[config.mk]
export PLATFORM = sky130hd
export DESIGN_NAME = cst_supervisor
export DESIGN_NICKNAME = d
export VERILOG_FILES = /design/src/verilog/cst_pkg.sv /design/src/verilog/cst_supervisor.sv
export SDC_FILE = /design/constraint.sdc
export NUM_CORES = 1
export LEC_CHECK = 0
export BUFFER_PORTS_ARGS = -buffer_cell sky130_fd_sc_hd__buf_2
export CAP_MARGIN = 15
export CORE_AREA = 2 2 236 238
export CTS_CLUSTER_SIZE = 24
export DETAILED_ROUTE_END_ITERATION = 10
export DIE_AREA = 0 0 238 240
export SYNTH_ARGS = -nofsm -noshare
export SYNTH_HDL_FRONTEND = slang
export SYNTH_SLANG_ARGS = --single-unit
[constraint.sdc]
create_clock -name pclk -period 2.9 [get_ports pclk]
set_input_delay 0.725 -clock pclk [delete_from_list [all_inputs] [get_ports pclk]]
set_output_delay 0.725 -clock pclk [all_outputs]
set_load 0.01 [all_outputs]
[src/verilog/cst_pkg.sv]
// shared constants and types of the cipher self-test supervisor
package cst_pkg;
  // register byte addresses
  localparam logic [11:0] ADDR_CTRL = 12'h000;
  localparam logic [11:0] ADDR_STATUS = 12'h004;
  localparam logic [11:0] ADDR_CAUSE = 12'h008;
  localparam logic [11:0] ADDR_TAG = 12'h00C;
  // control register fields
  localparam int CTRL_W = 4;
  localparam int CTRL_DUAL = 0;
  localparam int CTRL_SUBST = 1;
  localparam int CTRL_TESTMODE = 2;
  localparam int CTRL_CF_OVR = 3;
  localparam int CTRL_ARESET = 4;
  localparam int CTRL_ECB_CLR = 5;
  localparam logic [3:0] CTRL_RESET = 4'h0;
  // status register fields
  localparam int ST_ALARM = 0;
  localparam int ST_INHIBIT = 1;
  localparam int ST_BUSY = 2;
  localparam int ST_KEYED = 3;
  localparam int ST_SECURE = 4;
  localparam int ST_CWVALID = 5;
  localparam int ST_ECBREF = 6;
  // alarm cause fields
  localparam int CAUSE_W = 12;
  localparam int CA_DUAL = 0;
  localparam int CA_SBOX = 1;
  localparam int CA_CW = 2;
  localparam int CA_CMPTEST = 3;
  localparam int CA_INHTEST = 4;
  localparam int CA_PARTEST = 5;
  localparam int CA_KEYPAR = 6;
  localparam int CA_CTRLFLD = 7;
  localparam int CA_FIELD = 8;
  localparam int CA_TAGMAX = 9;
  localparam int CA_MACTEST = 10;
  localparam int CA_TIMEOUT = 11;
  localparam logic [11:0] CAUSE_RESET = 12'h000;
  // field widths
  localparam int WORD_W = 64;
  localparam int TAG_W = 16;
  localparam int MAC_W = 32;
  localparam logic [15:0] TAG_MAX = 16'hFFFF;
  // timing counts in pclk cycles
  localparam logic [7:0] TEST_TIMEOUT_CYC = 8'hFF;
  localparam logic [7:0] CF_WAIT_CYC = 8'h40;
  // good-parity word with one bit flipped in byte 0
  localparam logic [63:0] PAR_TEST_WORD = 64'h0101010101010100;
  // stored known-answer of the table test; value is arbitrary
  localparam logic [63:0] SBOX_EXPECT_DEFAULT = 64'h5A5A_0F0F_C3C3_9696;
  // codebook purposes that are allowed, then the known-answer test selects
  localparam logic [1:0] ECB_DATA_KEY = 2'h0;
  localparam logic [1:0] ECB_IV = 2'h1;
  localparam logic TEST_SEL_SBOX = 1'b0;
  localparam logic TEST_SEL_CW = 1'b1;
  typedef enum logic [10:0] {
    S_IDLE = 11'b000_0000_0001,
    S_SBOX_REQ = 11'b000_0000_0010,
    S_SBOX_WAIT = 11'b000_0000_0100,
    S_CW_REQ = 11'b000_0000_1000,
    S_CW_WAIT = 11'b000_0001_0000,
    S_CMP_FORCE = 11'b000_0010_0000,
    S_INH_TEST = 11'b000_0100_0000,
    S_PAR_TEST = 11'b000_1000_0000,
    S_CF_GOOD = 11'b001_0000_0000,
    S_CF_BAD = 11'b010_0000_0000,
    S_DONE = 11'b100_0000_0000
  } cst_state_t;
endpackage

[src/verilog/cst_supervisor.sv]
// self-test and alarm supervisor gating ciphertext output
//
// Register access over APB and the register addresses are this design's own decisions.
`timescale 1ns/100ps

// comparator whose xor tree can be proven by a forced mismatch
module cst_cmp #(
  parameter int W = 64
) (
  input wire logic [W-1:0] a,
  input wire logic [W-1:0] b,
  input wire logic force_err,
  output logic mismatch
);
  wire logic [W-1:0] eff_a;
  wire logic [W-1:0] eff_b;
  assign eff_a = force_err ? (a ^ {{(W-1){1'b0}}, 1'b1}) : a;
  assign eff_b = force_err ? a : b;
  assign mismatch = (eff_a != eff_b);
endmodule // cst_cmp

module cst_supervisor
  import cst_pkg::*;
#(
  parameter logic [63:0] SBOX_EXPECT = SBOX_EXPECT_DEFAULT
) (
  // clock and reset
  input wire logic pclk,
  input wire logic presetn,
  // apb slave
  input wire logic [11:0] paddr,
  input wire logic psel,
  input wire logic penable,
  input wire logic pwrite,
  input wire logic [31:0] pwdata,
  output logic [31:0] prdata,
  output logic pready,
  output logic pslverr,
  // cipher datapath
  input wire logic [63:0] eng_a_word,
  input wire logic [63:0] eng_b_word,
  input wire logic eng_word_valid,
  output logic test_req,
  output logic test_sel,
  input wire logic test_done,
  input wire logic [63:0] test_word,
  // key and vector events
  input wire logic key_entry,
  input wire logic [63:0] key_word,
  input wire logic key_word_valid,
  input wire logic key_transfer,
  input wire logic zeroize_active,
  input wire logic nonplain_use,
  input wire logic iv_use_req,
  output logic iv_grant,
  input wire logic ecb_req,
  input wire logic [1:0] ecb_kind,
  output logic ecb_grant,
  // received field checks
  input wire logic [TAG_W-1:0] rx_chain_sequence_tag,
  input wire logic [TAG_W-1:0] exp_chain_sequence_tag,
  input wire logic rx_tag_valid,
  input wire logic [63:0] rx_mdc,
  input wire logic [63:0] exp_mdc,
  input wire logic rx_mdc_valid,
  input wire logic [MAC_W-1:0] rx_message_auth_code,
  input wire logic [MAC_W-1:0] exp_message_auth_code,
  input wire logic mac_valid,
  // chain tag generation
  input wire logic tag_advance,
  output logic [TAG_W-1:0] tx_chain_sequence_tag,
  // control field recogniser
  output logic ctrl_inject,
  output logic ctrl_inject_corrupt,
  input wire logic ctrl_field_seen,
  // supervisor outputs
  output logic ct_inhibit,
  output logic alarm,
  output logic secure_enable,
  output logic selftest_busy
);
  cst_state_t state_reg, state_next;
  logic [CTRL_W-1:0] cfg_reg;
  logic [CAUSE_W-1:0] cause_reg, cause_next;
  logic [63:0] checkword_reg;
  logic [7:0] timer_reg;
  logic [3:0] inh_force_reg;
  logic [TAG_W-1:0] tag_ctr_reg;
  logic [31:0] prdata_reg;
  logic alarm_reg, ct_inhibit_reg, secure_enable_reg, busy_reg;
  logic cw_valid_reg, keyed_reg, seq_full_reg, seq_newkey_reg, seq_rerun_reg, seq_fail_reg;
  logic key_pend_reg, iv_pend_reg, rerun_pend_reg, mac_pend_reg;
  logic test_req_reg, test_sel_reg, iv_grant_reg, ecb_grant_reg, ecb_refused_reg;
  logic ctrl_inject_reg, ctrl_corrupt_reg, pready_reg, pslverr_reg;

  // bus decode
  wire logic sel_setup = psel & ~penable;
  wire logic wr_fire = psel & penable & pwrite & pready_reg;
  wire logic hit_ctrl = (paddr == ADDR_CTRL);
  wire logic hit_status = (paddr == ADDR_STATUS);
  wire logic hit_cause = (paddr == ADDR_CAUSE);
  wire logic hit_tag = (paddr == ADDR_TAG);
  wire logic hit_any = hit_ctrl | hit_status | hit_cause | hit_tag;
  wire logic wr_ctrl = wr_fire & hit_ctrl;
  wire logic areset_cmd = wr_ctrl & pwdata[CTRL_ARESET];
  wire logic ecb_clr = wr_ctrl & pwdata[CTRL_ECB_CLR];
  wire logic [6:0] status_vec = {ecb_refused_reg, cw_valid_reg, secure_enable_reg, keyed_reg,
    busy_reg, ct_inhibit_reg, alarm_reg};
  wire logic [31:0] rd_mux =
    hit_ctrl ? {28'h0000000, cfg_reg} :
    hit_status ? {25'h0000000, status_vec} :
    hit_cause ? {20'h00000, cause_reg} :
    hit_tag ? {16'h0000, tag_ctr_reg} : 32'h00000000;

  // state decode
  wire logic st_idle = (state_reg == S_IDLE);
  wire logic st_sbox_wait = (state_reg == S_SBOX_WAIT);
  wire logic st_cw_wait = (state_reg == S_CW_WAIT);
  wire logic st_cmp = (state_reg == S_CMP_FORCE);
  wire logic st_inh = (state_reg == S_INH_TEST);
  wire logic st_par = (state_reg == S_PAR_TEST);
  wire logic st_cf_good = (state_reg == S_CF_GOOD);
  wire logic st_cf_bad = (state_reg == S_CF_BAD);
  wire logic st_done = (state_reg == S_DONE);
  wire logic dual = cfg_reg[CTRL_DUAL];
  wire logic cf_ovr = cfg_reg[CTRL_CF_OVR];
  wire logic timer_zero = (timer_reg == 8'h00);
  wire logic take_key = st_idle & key_pend_reg;
  wire logic take_rerun = st_idle & ~key_pend_reg & rerun_pend_reg;
  wire logic take_iv = st_idle & ~key_pend_reg & ~rerun_pend_reg & iv_pend_reg;
  wire logic cw_compare = st_cw_wait & test_done & ~seq_newkey_reg;

  // a real word, tag or mdc check arriving in the forced cycle defers the forced test
  wire logic cmp_stall = eng_word_valid | rx_tag_valid | rx_mdc_valid;
  wire logic cmp_force = st_cmp & ~cmp_stall;
  wire logic par_force = st_par & ~key_word_valid;
  wire logic mac_force = mac_pend_reg & ~mac_valid;

  // comparators
  wire logic [63:0] test_ref = test_sel_reg ? checkword_reg : SBOX_EXPECT;
  wire logic test_mm, dual_mm, tag_mm, mdc_mm, mac_mm;
  cst_cmp #(.W(WORD_W)) u_cmp_test (.a(test_word), .b(test_ref), .force_err(cmp_force),
    .mismatch(test_mm));
  cst_cmp #(.W(WORD_W)) u_cmp_dual (.a(eng_a_word), .b(eng_b_word), .force_err(cmp_force),
    .mismatch(dual_mm));
  cst_cmp #(.W(TAG_W)) u_cmp_tag (.a(rx_chain_sequence_tag), .b(exp_chain_sequence_tag),
    .force_err(cmp_force), .mismatch(tag_mm));
  cst_cmp #(.W(WORD_W)) u_cmp_mdc (.a(rx_mdc), .b(exp_mdc), .force_err(cmp_force),
    .mismatch(mdc_mm));
  cst_cmp #(.W(MAC_W)) u_cmp_mac (.a(rx_message_auth_code), .b(exp_message_auth_code),
    .force_err(mac_force), .mismatch(mac_mm));

  // odd parity of every key byte
  wire logic [63:0] par_in = par_force ? PAR_TEST_WORD : key_word;
  logic [7:0] byte_even;
  genvar gi;
  generate
    for (gi = 0; gi < 8; gi++)
    begin : g_par
      assign byte_even[gi] = ~(^par_in[8*gi +: 8]);
    end
  endgenerate
  wire logic par_bad = |byte_even;

  // inhibit combiner, each leg can be forced during its own test
  wire logic [3:0] inh_cond = {nonplain_use, cfg_reg[CTRL_TESTMODE], zeroize_active,
    key_transfer} | inh_force_reg;
  wire logic inh_any = |inh_cond;
  wire logic tag_at_max = (tag_ctr_reg == TAG_MAX);

  // alarm causes
  logic [CAUSE_W-1:0] cause_set;
  always_comb
  begin
    cause_set = CAUSE_RESET;
    cause_set[CA_DUAL] = dual & eng_word_valid & dual_mm;
    cause_set[CA_SBOX] = st_sbox_wait & test_done & test_mm;
    cause_set[CA_CW] = cw_compare & test_mm;
    cause_set[CA_CMPTEST] = cmp_force & ~(test_mm & dual_mm);
    cause_set[CA_INHTEST] = st_inh & ~inh_any;
    cause_set[CA_PARTEST] = par_force & ~par_bad;
    cause_set[CA_KEYPAR] = key_word_valid & par_bad;
    cause_set[CA_CTRLFLD] = (st_cf_good & timer_zero & ~ctrl_field_seen) |
      (st_cf_bad & ctrl_field_seen);
    cause_set[CA_FIELD] = (rx_tag_valid & tag_mm) | (rx_mdc_valid & mdc_mm) |
      (mac_valid & mac_mm) | (cmp_force & ~(tag_mm & mdc_mm));
    cause_set[CA_TAGMAX] = tag_at_max;
    cause_set[CA_MACTEST] = mac_force & ~mac_mm;
    cause_set[CA_TIMEOUT] = (st_sbox_wait | st_cw_wait) & timer_zero & ~test_done;
  end

  // causes clear only when a rerun finishes clean; a new cause wins
  wire logic rerun_pass = st_done & seq_rerun_reg & ~seq_fail_reg & ~(|cause_set);
  assign cause_next = (rerun_pass ? CAUSE_RESET : cause_reg) | cause_set;
  wire logic alarm_next = |cause_next;
  wire logic ct_inhibit_next = alarm_next | inh_any | ~st_idle | ~keyed_reg;
  wire logic secure_next = ~alarm_next & keyed_reg & ~zeroize_active & st_idle;
  wire logic ecb_ok_kind = (ecb_kind == ECB_DATA_KEY) | (ecb_kind == ECB_IV);
  wire logic seq_ok = ~seq_fail_reg & ~(|cause_set);

  // sequencer
  always_comb
  begin
    state_next = state_reg;
    unique case (state_reg)
      S_IDLE:
      begin
        if (take_key | take_rerun)
          state_next = dual ? S_CMP_FORCE : S_SBOX_REQ;
        else if (take_iv)
          state_next = dual ? S_CMP_FORCE :
            (cfg_reg[CTRL_SUBST] ? S_SBOX_REQ : S_CW_REQ);
      end
      S_SBOX_REQ: state_next = S_SBOX_WAIT;
      S_SBOX_WAIT:
      begin
        if (test_done | timer_zero)
          state_next = seq_full_reg ? S_CW_REQ : S_CMP_FORCE;
      end
      S_CW_REQ: state_next = S_CW_WAIT;
      S_CW_WAIT:
      begin
        if (test_done | timer_zero)
          state_next = S_CMP_FORCE;
      end
      S_CMP_FORCE:
      begin
        if (~cmp_stall)
          state_next = seq_full_reg ? S_INH_TEST : (cf_ovr ? S_DONE : S_CF_GOOD);
      end
      S_INH_TEST:
      begin
        if (inh_force_reg[3])
          state_next = S_PAR_TEST;
      end
      S_PAR_TEST:
      begin
        if (~key_word_valid)
          state_next = cf_ovr ? S_DONE : S_CF_GOOD;
      end
      S_CF_GOOD:
      begin
        if (ctrl_field_seen | timer_zero)
          state_next = S_CF_BAD;
      end
      S_CF_BAD:
      begin
        if (ctrl_field_seen | timer_zero)
          state_next = S_DONE;
      end
      S_DONE: state_next = S_IDLE;
    endcase
  end

  wire logic entering = (state_next != state_reg);
  wire logic to_cf = (state_next == S_CF_GOOD) | (state_next == S_CF_BAD);
  wire logic to_req = (state_next == S_SBOX_WAIT) | (state_next == S_CW_WAIT);

  always_ff @(posedge pclk or negedge presetn)
  begin
    if (!presetn)
    begin
      state_reg <= S_IDLE;
      timer_reg <= 8'h00;
      inh_force_reg <= 4'h0;
      seq_full_reg <= 1'b0;
      seq_newkey_reg <= 1'b0;
      seq_rerun_reg <= 1'b0;
      seq_fail_reg <= 1'b0;
    end
    else
    begin
      state_reg <= state_next;
      if (entering)
        timer_reg <= to_cf ? CF_WAIT_CYC : TEST_TIMEOUT_CYC;
      else if (!timer_zero)
        timer_reg <= timer_reg - 8'h01;
      inh_force_reg <= (state_next == S_INH_TEST) ?
        (st_inh ? {inh_force_reg[2:0], 1'b0} : 4'h1) : 4'h0;
      if (st_idle)
      begin
        seq_full_reg <= take_key | take_rerun;
        seq_newkey_reg <= take_key;
        seq_rerun_reg <= take_rerun;
        seq_fail_reg <= 1'b0;
      end
      else if (|cause_set)
        seq_fail_reg <= 1'b1;
    end
  end

  // key, checkword and tag state
  always_ff @(posedge pclk or negedge presetn)
  begin
    if (!presetn)
    begin
      checkword_reg <= 64'h0000000000000000;
      cw_valid_reg <= 1'b0;
      keyed_reg <= 1'b0;
      tag_ctr_reg <= 16'h0000;
      key_pend_reg <= 1'b0;
      iv_pend_reg <= 1'b0;
      rerun_pend_reg <= 1'b0;
      mac_pend_reg <= 1'b0;
    end
    else
    begin
      key_pend_reg <= key_entry | (key_pend_reg & ~take_key);
      iv_pend_reg <= iv_use_req | (iv_pend_reg & ~take_iv);
      rerun_pend_reg <= areset_cmd | (rerun_pend_reg & ~take_rerun);
      mac_pend_reg <= mac_valid | (mac_pend_reg & ~mac_force);
      if (key_entry | zeroize_active)
      begin
        cw_valid_reg <= 1'b0;
        keyed_reg <= 1'b0;
        checkword_reg <= 64'h0000000000000000;
      end
      else
      begin
        if (st_cw_wait & test_done & seq_newkey_reg & seq_ok)
        begin
          checkword_reg <= test_word;
          cw_valid_reg <= 1'b1;
        end
        if (st_done & seq_newkey_reg & seq_ok)
          keyed_reg <= 1'b1;
      end
      // a fresh key opens a fresh tag period; at the top the count holds
      if (key_entry)
        tag_ctr_reg <= 16'h0000;
      else if (tag_advance & ~tag_at_max)
        tag_ctr_reg <= tag_ctr_reg + 16'h0001;
    end
  end

  // alarm and output flops
  always_ff @(posedge pclk or negedge presetn)
  begin
    if (!presetn)
    begin
      cause_reg <= CAUSE_RESET;
      alarm_reg <= 1'b0;
      ct_inhibit_reg <= 1'b1;
      secure_enable_reg <= 1'b0;
      busy_reg <= 1'b0;
      test_req_reg <= 1'b0;
      test_sel_reg <= TEST_SEL_SBOX;
      iv_grant_reg <= 1'b0;
      ecb_grant_reg <= 1'b0;
      ecb_refused_reg <= 1'b0;
      ctrl_inject_reg <= 1'b0;
      ctrl_corrupt_reg <= 1'b0;
    end
    else
    begin
      cause_reg <= cause_next;
      alarm_reg <= alarm_next;
      ct_inhibit_reg <= ct_inhibit_next;
      secure_enable_reg <= secure_next;
      busy_reg <= (state_next != S_IDLE);
      test_req_reg <= entering & to_req;
      if (entering & to_req)
        test_sel_reg <= (state_next == S_CW_WAIT) ? TEST_SEL_CW : TEST_SEL_SBOX;
      iv_grant_reg <= st_done & ~seq_full_reg & seq_ok & ~alarm_reg;
      ecb_grant_reg <= ecb_req & ecb_ok_kind & keyed_reg & ~alarm_reg;
      ecb_refused_reg <= (ecb_req & ~ecb_ok_kind) | (ecb_refused_reg & ~ecb_clr);
      ctrl_inject_reg <= entering & to_cf;
      ctrl_corrupt_reg <= (state_next == S_CF_BAD);
    end
  end

  // register file and bus answer
  always_ff @(posedge pclk or negedge presetn)
  begin
    if (!presetn)
    begin
      cfg_reg <= CTRL_RESET;
      prdata_reg <= 32'h00000000;
      pready_reg <= 1'b0;
      pslverr_reg <= 1'b0;
    end
    else
    begin
      pready_reg <= sel_setup;
      if (sel_setup)
      begin
        prdata_reg <= pwrite ? 32'h00000000 : rd_mux;
        pslverr_reg <= ~hit_any;
      end
      if (wr_ctrl)
        cfg_reg <= pwdata[CTRL_W-1:0];
    end
  end

  assign prdata = prdata_reg;
  assign pready = pready_reg;
  assign pslverr = pslverr_reg;
  assign test_req = test_req_reg;
  assign test_sel = test_sel_reg;
  assign iv_grant = iv_grant_reg;
  assign ecb_grant = ecb_grant_reg;
  assign tx_chain_sequence_tag = tag_ctr_reg;
  assign ctrl_inject = ctrl_inject_reg;
  assign ctrl_inject_corrupt = ctrl_corrupt_reg;
  assign ct_inhibit = ct_inhibit_reg;
  assign alarm = alarm_reg;
  assign secure_enable = secure_enable_reg;
  assign selftest_busy = busy_reg;
endmodule // cst_supervisor

==> results of run 1 <==
placed cells by master, fill, tap and decap left out, types with 13 or more instances in the layout:
master,n
conb_1,16
buf_4,89
xnor2_1,79
mux2i_1,66
o21ai_0,22
nand4b_1,13
xor2_1,205
diode_2,15
nor4_1,56
and2_1,16
nor3_1,31
o32ai_1,13
nand2_1,187
a21oi_1,44
buf_2,560
dfrtp_1,154
nand3_1,36
nor4b_1,17
nand2b_1,24
o21a_1,13
nand4_1,29
o22ai_1,24
nor2_1,47
inv_1,42
clkbuf_16,17
worst paths after layout:
path	start	endpoint	slack, ns	depth (start not counted)
max in group asynchronous	presetn	checkword_reg[46]$_DFFE_PN0P_	1.75	2
min reg2reg	inh_force_reg[2]$_DFF_PN0_	inh_force_reg[3]$_DFF_PN0_	0.49	1
max	rx_mdc[3]	checkword_reg[53]$_DFFE_PN0P_	0.14	12
min	presetn	checkword_reg[49]$_DFFE_PN0P_	0.32	1
max reg2reg	state_reg[6]$_DFF_PN0_	selftest_busy$_DFF_PN0_	0.17	7
min in group pclk	ecb_kind[1]	ecb_grant$_DFF_PN0_	0.48	2
logic make-up (layout without fill, tap and decap cells):
group | Yosys count | in the layout | share of synthesized area
fa+ha+maj | 2 | 2 | 0.002085
buf+inv | 114 | 730 | 0.04691
xor+xnor | 284 | 284 | 0.2073
other cells | 1 | 31 | 0.0003125
flops | 157 | 157 | 0.3276
simple gates | 537 | 537 | 0.2441
compound gates | 188 | 188 | 0.1083
mux | 73 | 73 | 0.06349
power by group through the flow:
stage | logic, mW | clock network (mW) | registers (mW)
5_1_grt | 1.27 | 2.38 | 2.20
6_report | 1.16 | 2.22 | 2.20
2_1_floorplan | 0.462 | 0 | 2.24
3_5_place_dp | 1.17 | 0 | 2.24
4_1_cts | 1.18 | 2.28 | 2.20
3_3_place_gp | 1.16 | 0 | 2.24
Yosys cell counts (all sizes together) (8+ instances only):
| library cell | count | area [µm²] |
|---|---|---|
| a21oi | 45 | 229.0 |
| a22o | 10 | 87.58 |
| and2 | 16 | 100.1 |
| and3 | 9 | 56.30 |
| buf | 37 | 274.0 |
| clkbuf | 35 | 131.4 |
| dfrtp | 155 | 3879 |
| inv | 42 | 157.7 |
| mux2i | 66 | 660.6 |
| nand2 | 187 | 701.9 |
| nand2b | 24 | 150.1 |
| nand3 | 36 | 180.2 |
| nand4 | 30 | 193.9 |
| nand4b | 13 | 113.9 |
| nor2 | 48 | 180.2 |
| nor2b | 11 | 68.82 |
| nor3 | 36 | 195.2 |
| nor4 | 62 | 439.2 |
| nor4b | 18 | 157.7 |
| nor4bb | 10 | 100.1 |
| o21a | 13 | 97.59 |
| o21ai | 24 | 120.1 |
| o22ai | 25 | 162.6 |
| o32ai | 14 | 122.6 |
| or3 | 8 | 50.05 |
| xnor2 | 79 | 691.9 |
| xor2 | 205 | 1795 |
routing by layer:
| metal | track usage | vias to the layer above | share of wire |
|---|---|---|---|
| li1 | - | 6048 | - |
| met1 | 0.2291 | 6093 | 0.41 |
| met2 | 0.3330 | 467 | 0.49 |
| met3 | 0.04168 | 78 | 0.059 |
| met4 | 0.09527 | 8 | 0.045 |
| met5 | 0 | - | 0.00084 |
what timing repair did:
action / 4_1_cts / 5_1_grt
pin swaps: 0 / 1
gates resized for setup: 3 / 6
setup endpoints to repair: 14 / 72
area by class of cell:
| cell class | instances | area (µm²) |
|---|---|---|
| Antenna cell | 15 | 37.54 |
| Clock buffer | 18 | 429.2 |
| Clock inverter | 14 | 136.4 |
| Fill cell | 5840 | 37870 |
| Inverter | 42 | 157.7 |
| Multi-Input combinational cell | 1100 | 7621 |
| Sequential cell | 157 | 3933 |
| Tap cell | 704 | 880.8 |
| Timing Repair Buffer | 656 | 3593 |
==> flow_summary.json, run 1 <==
{
  "grt_first_pass_wirelength_um": 80870,
  "final_util": 0.3071,
  "cts_tree": "done",
  "overflow": 0,
  "period_share": 0.9516,
  "clkSinkCount": 157,
  "cp_max_fo": 23,
  "post-cts-setup-buffer-count": 0,
  "wl_per_cell_um": 21.16,
  "grt_pass1_vias": 12790,
  "cp_cell_sequence": "buf_2, xor2_1, nor4_1, buf_4, nand4_1, nor4_4, buf_4, o2111ai_1, nor3_2, buf_4, buf_12, mux2i_1",
  "grt_max_degree": 130,
  "gp_congestion": 0.9660,
  "layout_setup_ws_ns": 0.1403,
  "ant_nets": 0,
  "syn-cell-area_um2": 12000,
  "die_width_um": 238,
  "p_comb_frac": 0.208,
  "post-place-ws_ns": -0.4661,
  "swShare": 0.2925,
  "drv_slew": 0,
  "crit_slowest_cell": "nor4_4",
  "hold_buffers": 0,
  "nNetsFinal": 2521,
  "setup_viol": 0,
  "maxCapViolations": 0,
  "synth_ff_type": "dfrtp_1",
  "drt_wl_total_um": 57270,
  "finalSetupTns_ns": 0,
  "cts_buffers": 17,
  "status": "finished, final reports clean",
  "fp.coreArea_um2": 54660,
  "stdcell_count": 2706,
  "rows": 86,
  "hold_class": "input pin to asynchronous set/reset pin",
  "final_cell_area_um2": 16790,
  "clk_pin_slew_ns": 0.07,
  "drtPass1Iterations": 8,
  "crit_path_frequent_cell": "buf_4",
  "area_growth_pct": 39.89,
  "antenna_found_initial": 24,
  "htree_levels": 4,
  "finalClockSkew_ns": 0.01426,
  "timing.hold.ws_ns": 0.3214,
  "port_buffers": 561,
  "p_per_area_nw_per_um2": 332.3,
  "switchingPower_mw": 1.632,
  "hold_viol": 0,
  "clk_latency_ns": 0.44,
  "synth_warnings": 0,
  "crit_type": "input pin to flop",
  "start_util": 0.2196,
  "dp_hpwl_um": 49150,
  "slew_headroom": 0.5150,
  "async_flop_share": 1.000,
  "setup.worst_path.end_class": "flop",
  "power_mw": 5.580,
  "synth_edf_count": 0,
  "max_stage_delay_ns": 0.35,
  "p_int_mw": 3.947,
  "clock_path_buffers": 2,
  "peakVddDrop_mv": 0.4113,
  "finalCriticalPeriod_ns": 2.760,
  "placed_cells": 2659,
  "synth_seq_cells": 157,
  "cp.arrival_ns": 3.11,
  "synth_cell_types": 77,
  "synth_seq_area_share": 0.3276,
  "cts-root-buf": "clkbuf_16",
  "avgViaCountPerCell": 4.691,
  "io_pins": 605,
  "critical_path_required_ns": 3.25,
  "power_leakage_nw": 7.604,
  "drt_iter0_drc": 803,
  "avgSynthCellArea_um2": 8.851,
  "dieArea_um2": 57120,
  "vias": 12690,
  "p_clk_frac": 0.398,
  "critPathBufInv": 5,
  "placed_area_um2": 16140,
  "pwr-share-seq": 0.394,
  "chipHeight_um": 240,
  "path_delay_family": "simple AND/OR/NAND/NOR gates",
  "setup.worst_path.start_class": "input pin",
  "syn_inst": 1356,
  "route.detailed.drc": 0,
  "max_freq_mhz": 362.4,
  "largest_reg_flops": 64,
  "grt_usage": 0.1938,
  "layout-drive-gt1-share": 0.3664,
  "tightest_slew_ns": 0.7275
}
Note: power is estimated with default switching activity, not from simulation.
==> run 2: changes to the inputs <==
--- a/config.mk
+++ b/config.mk
@@ -11,6 +11,7 @@
 export CTS_CLUSTER_SIZE = 24
 export DETAILED_ROUTE_END_ITERATION = 10
 export DIE_AREA = 0 0 238 240
+export PLACE_DENSITY = 0.55
 export SYNTH_ARGS = -nofsm -noshare
 export SYNTH_HDL_FRONTEND = slang
 export SYNTH_SLANG_ARGS = --single-unit
==> run 2 against run 1 <==
First-iteration DRC count shrank 3.9%. Worst hold slack lost 0.052 ns. Design area grew 1.4%. Clock power grew 13%. Core utilization grew 0.43 points. Fmax grew 1.1%. Die area is the same. Routed wire length grew 0.17%. Largest power group unchanged.
==> flow_summary.json, run 2 (synthesis results as in run 1) <==
{
  "gr-usage-met2": 0.3345,
  "drtPass1Iterations": 5,
  "slew_headroom": 0.5435,
  "cp.arrival_ns": 3.09,
  "drt_iter0_drc": 772,
  "clock_path_buffers": 2,
  "rsz0062_at_grt": "yes",
  "overflow": 0,
  "gp_congestion": 0.9383,
  "mostFrequentLayoutCell": "buf_2",
  "timing.hold.ws_ns": 0.2696,
  "tightest_slew_ns": 0.6847,
  "max_stage_delay_ns": 0.36,
  "clk_latency_ns": 0.45,
  "setup_viol": 0,
  "wl_per_cell_um": 21.17,
  "avgViaCountPerCell": 4.654,
  "crit_type": "input pin to flop",
  "setup.worst_path.end_class": "flop",
  "clkSinkCount": 157,
  "dp_hpwl_um": 48850,
  "period_share": 0.9417,
  "max_freq_mhz": 366.2,
  "cp_cell_sequence": "buf_2, xor2_1, nor4_1, buf_4, nand4_1, nor4_2, buf_4, o2111ai_1, nor3_2, buf_12, buf_12, mux2i_1",
  "hold_viol": 0,
  "cts-root-buf": "clkbuf_16",
  "cts_tree": "done",
  "fp.coreArea_um2": 54660,
  "cp_max_fo": 12,
  "grt_pass1_vias": 12730,
  "finalClockSkew_ns": 0.01486,
  "die_width_um": 238,
  "route.detailed.drc": 0,
  "finalCriticalPeriod_ns": 2.731,
  "area_growth_pct": 41.84,
  "stdcell_count": 2710,
  "dieArea_um2": 57120,
  "ant_nets": 0,
  "grt_usage": 0.1964,
  "grt_first_pass_wirelength_um": 81900,
  "peakVddDrop_mv": 0.3362,
  "critical_path_required_ns": 3.26,
  "setup.worst_path.start_class": "input pin",
  "gr-max-usage-layer": "met2",
  "vias": 12610,
  "chipHeight_um": 240,
  "hold_class": "input pin to asynchronous set/reset pin",
  "drt_wl_total_um": 57360,
  "layout-drive-gt1-share": 0.3740,
  "power_leakage_nw": 7.728,
  "grt_max_degree": 127,
  "largest_reg_flops": 64,
  "crit_slowest_cell": "nor4_2",
  "cts_buffers": 17,
  "finalSetupTns_ns": 0,
  "clk_pin_slew_ns": 0.06,
  "htree_levels": 4,
  "io_pins": 605,
  "most-common-layout-cells": "560 x buf_2, 205 x xor2_1, 187 x nand2_1, 154 x dfrtp_1, 97 x buf_4",
  "maxCapViolations": 0,
  "use_met1": 0.2347,
  "critPathBufInv": 5,
  "status": "finished, final reports clean",
  "path_delay_family": "simple AND/OR/NAND/NOR gates",
  "nNetsFinal": 2534,
  "start_util": 0.2196,
  "p_per_area_nw_per_um2": 344.8,
  "power_mw": 5.869,
  "rows": 86,
  "gr-usage-met3": 0.03995,
  "antenna_found_initial": 13,
  "drv_slew": 0,
  "port_buffers": 561,
  "placed_cells": 2668
}
==> run 2: worst paths after layout <==
check,startpoint,end,slack (ns),depth (start not counted)
worst max-delay path,exp_mdc[62],checkword_reg[20]$_DFFE_PN0P_,0.17,12
worst min-delay path,presetn,tx_chain_sequence_tag[15]$_DFFE_PN0P_,0.27,1
worst max register to register,state_reg[9]$_DFF_PN0_,selftest_busy$_DFF_PN0_,0.19,7
worst min register to register,seq_rerun_reg$_DFFE_PN0N_,seq_rerun_reg$_DFFE_PN0N_,0.49,2
max in group asynchronous,presetn,checkword_reg[13]$_DFFE_PN0P_,1.89,2
min in group pclk,ecb_kind[1],ecb_grant$_DFF_PN0_,0.49,2
==> run 2: report_power, final <==
group,switching [mW],total (mW),internal [mW]
clock network,1.02,2.51,1.49
logic,0.617,1.16,0.547
registers,0.00438,2.20,2.19
==> run 2: repair_timing <==
action	in CTS	in global routing
setup buffers	0	4
resized for setup	4	13
hold buffers	0	0
endpoints found under the setup margin	74	78
pin swaps	0	6
==> run 2: cell type report <==
type / instances / area [µm²]
clock inverter: 13 / 186.4
clock buffer: 19 / 452.9
antenna: 6 / 15.01
tap: 704 / 880.8
inverter: 42 / 157.7
fill: 5825 / 37640
sequential: 157 / 3935
timing repair buffer: 669 / 3745
multi-input combinational: 1100 / 7650
==> run 2: worst register-to-register path, stage by stage, from the launching register on <==
cell and delay [ns]:
dfrtp_1 0.51, nor4_4 0.46, nand4_2 0.16, o22ai_2 0.29
o211ai_1 0.14, or3_1 0.38, or4_1 0.42, nand4bb_1 0.21
==> run 2: through the flow <==
| stage | area [µm²] | utilization | worst slack, ns |
|---|---|---|---|
| finish | 17020 | 0.3114 | 0.1692 |
| global placement | 16240 | 0.2971 | -0.6338 |
| detailed placement | 16240 | 0.2971 | -0.6036 |
| CTS | 16900 | 0.3092 | 0.02835 |
| floorplan | 12060 | - | 0.2002 |
| global route | 17010 | 0.3112 | 0.004672 |
==> run 2: routing by layer <==
layer / share of wire / wire length, µm
met4: 0.056 / 3197
met5: 0.00096 / 55
met3: 0.056 / 3222
met2: 0.48 / 27630
met1: 0.41 / 23260
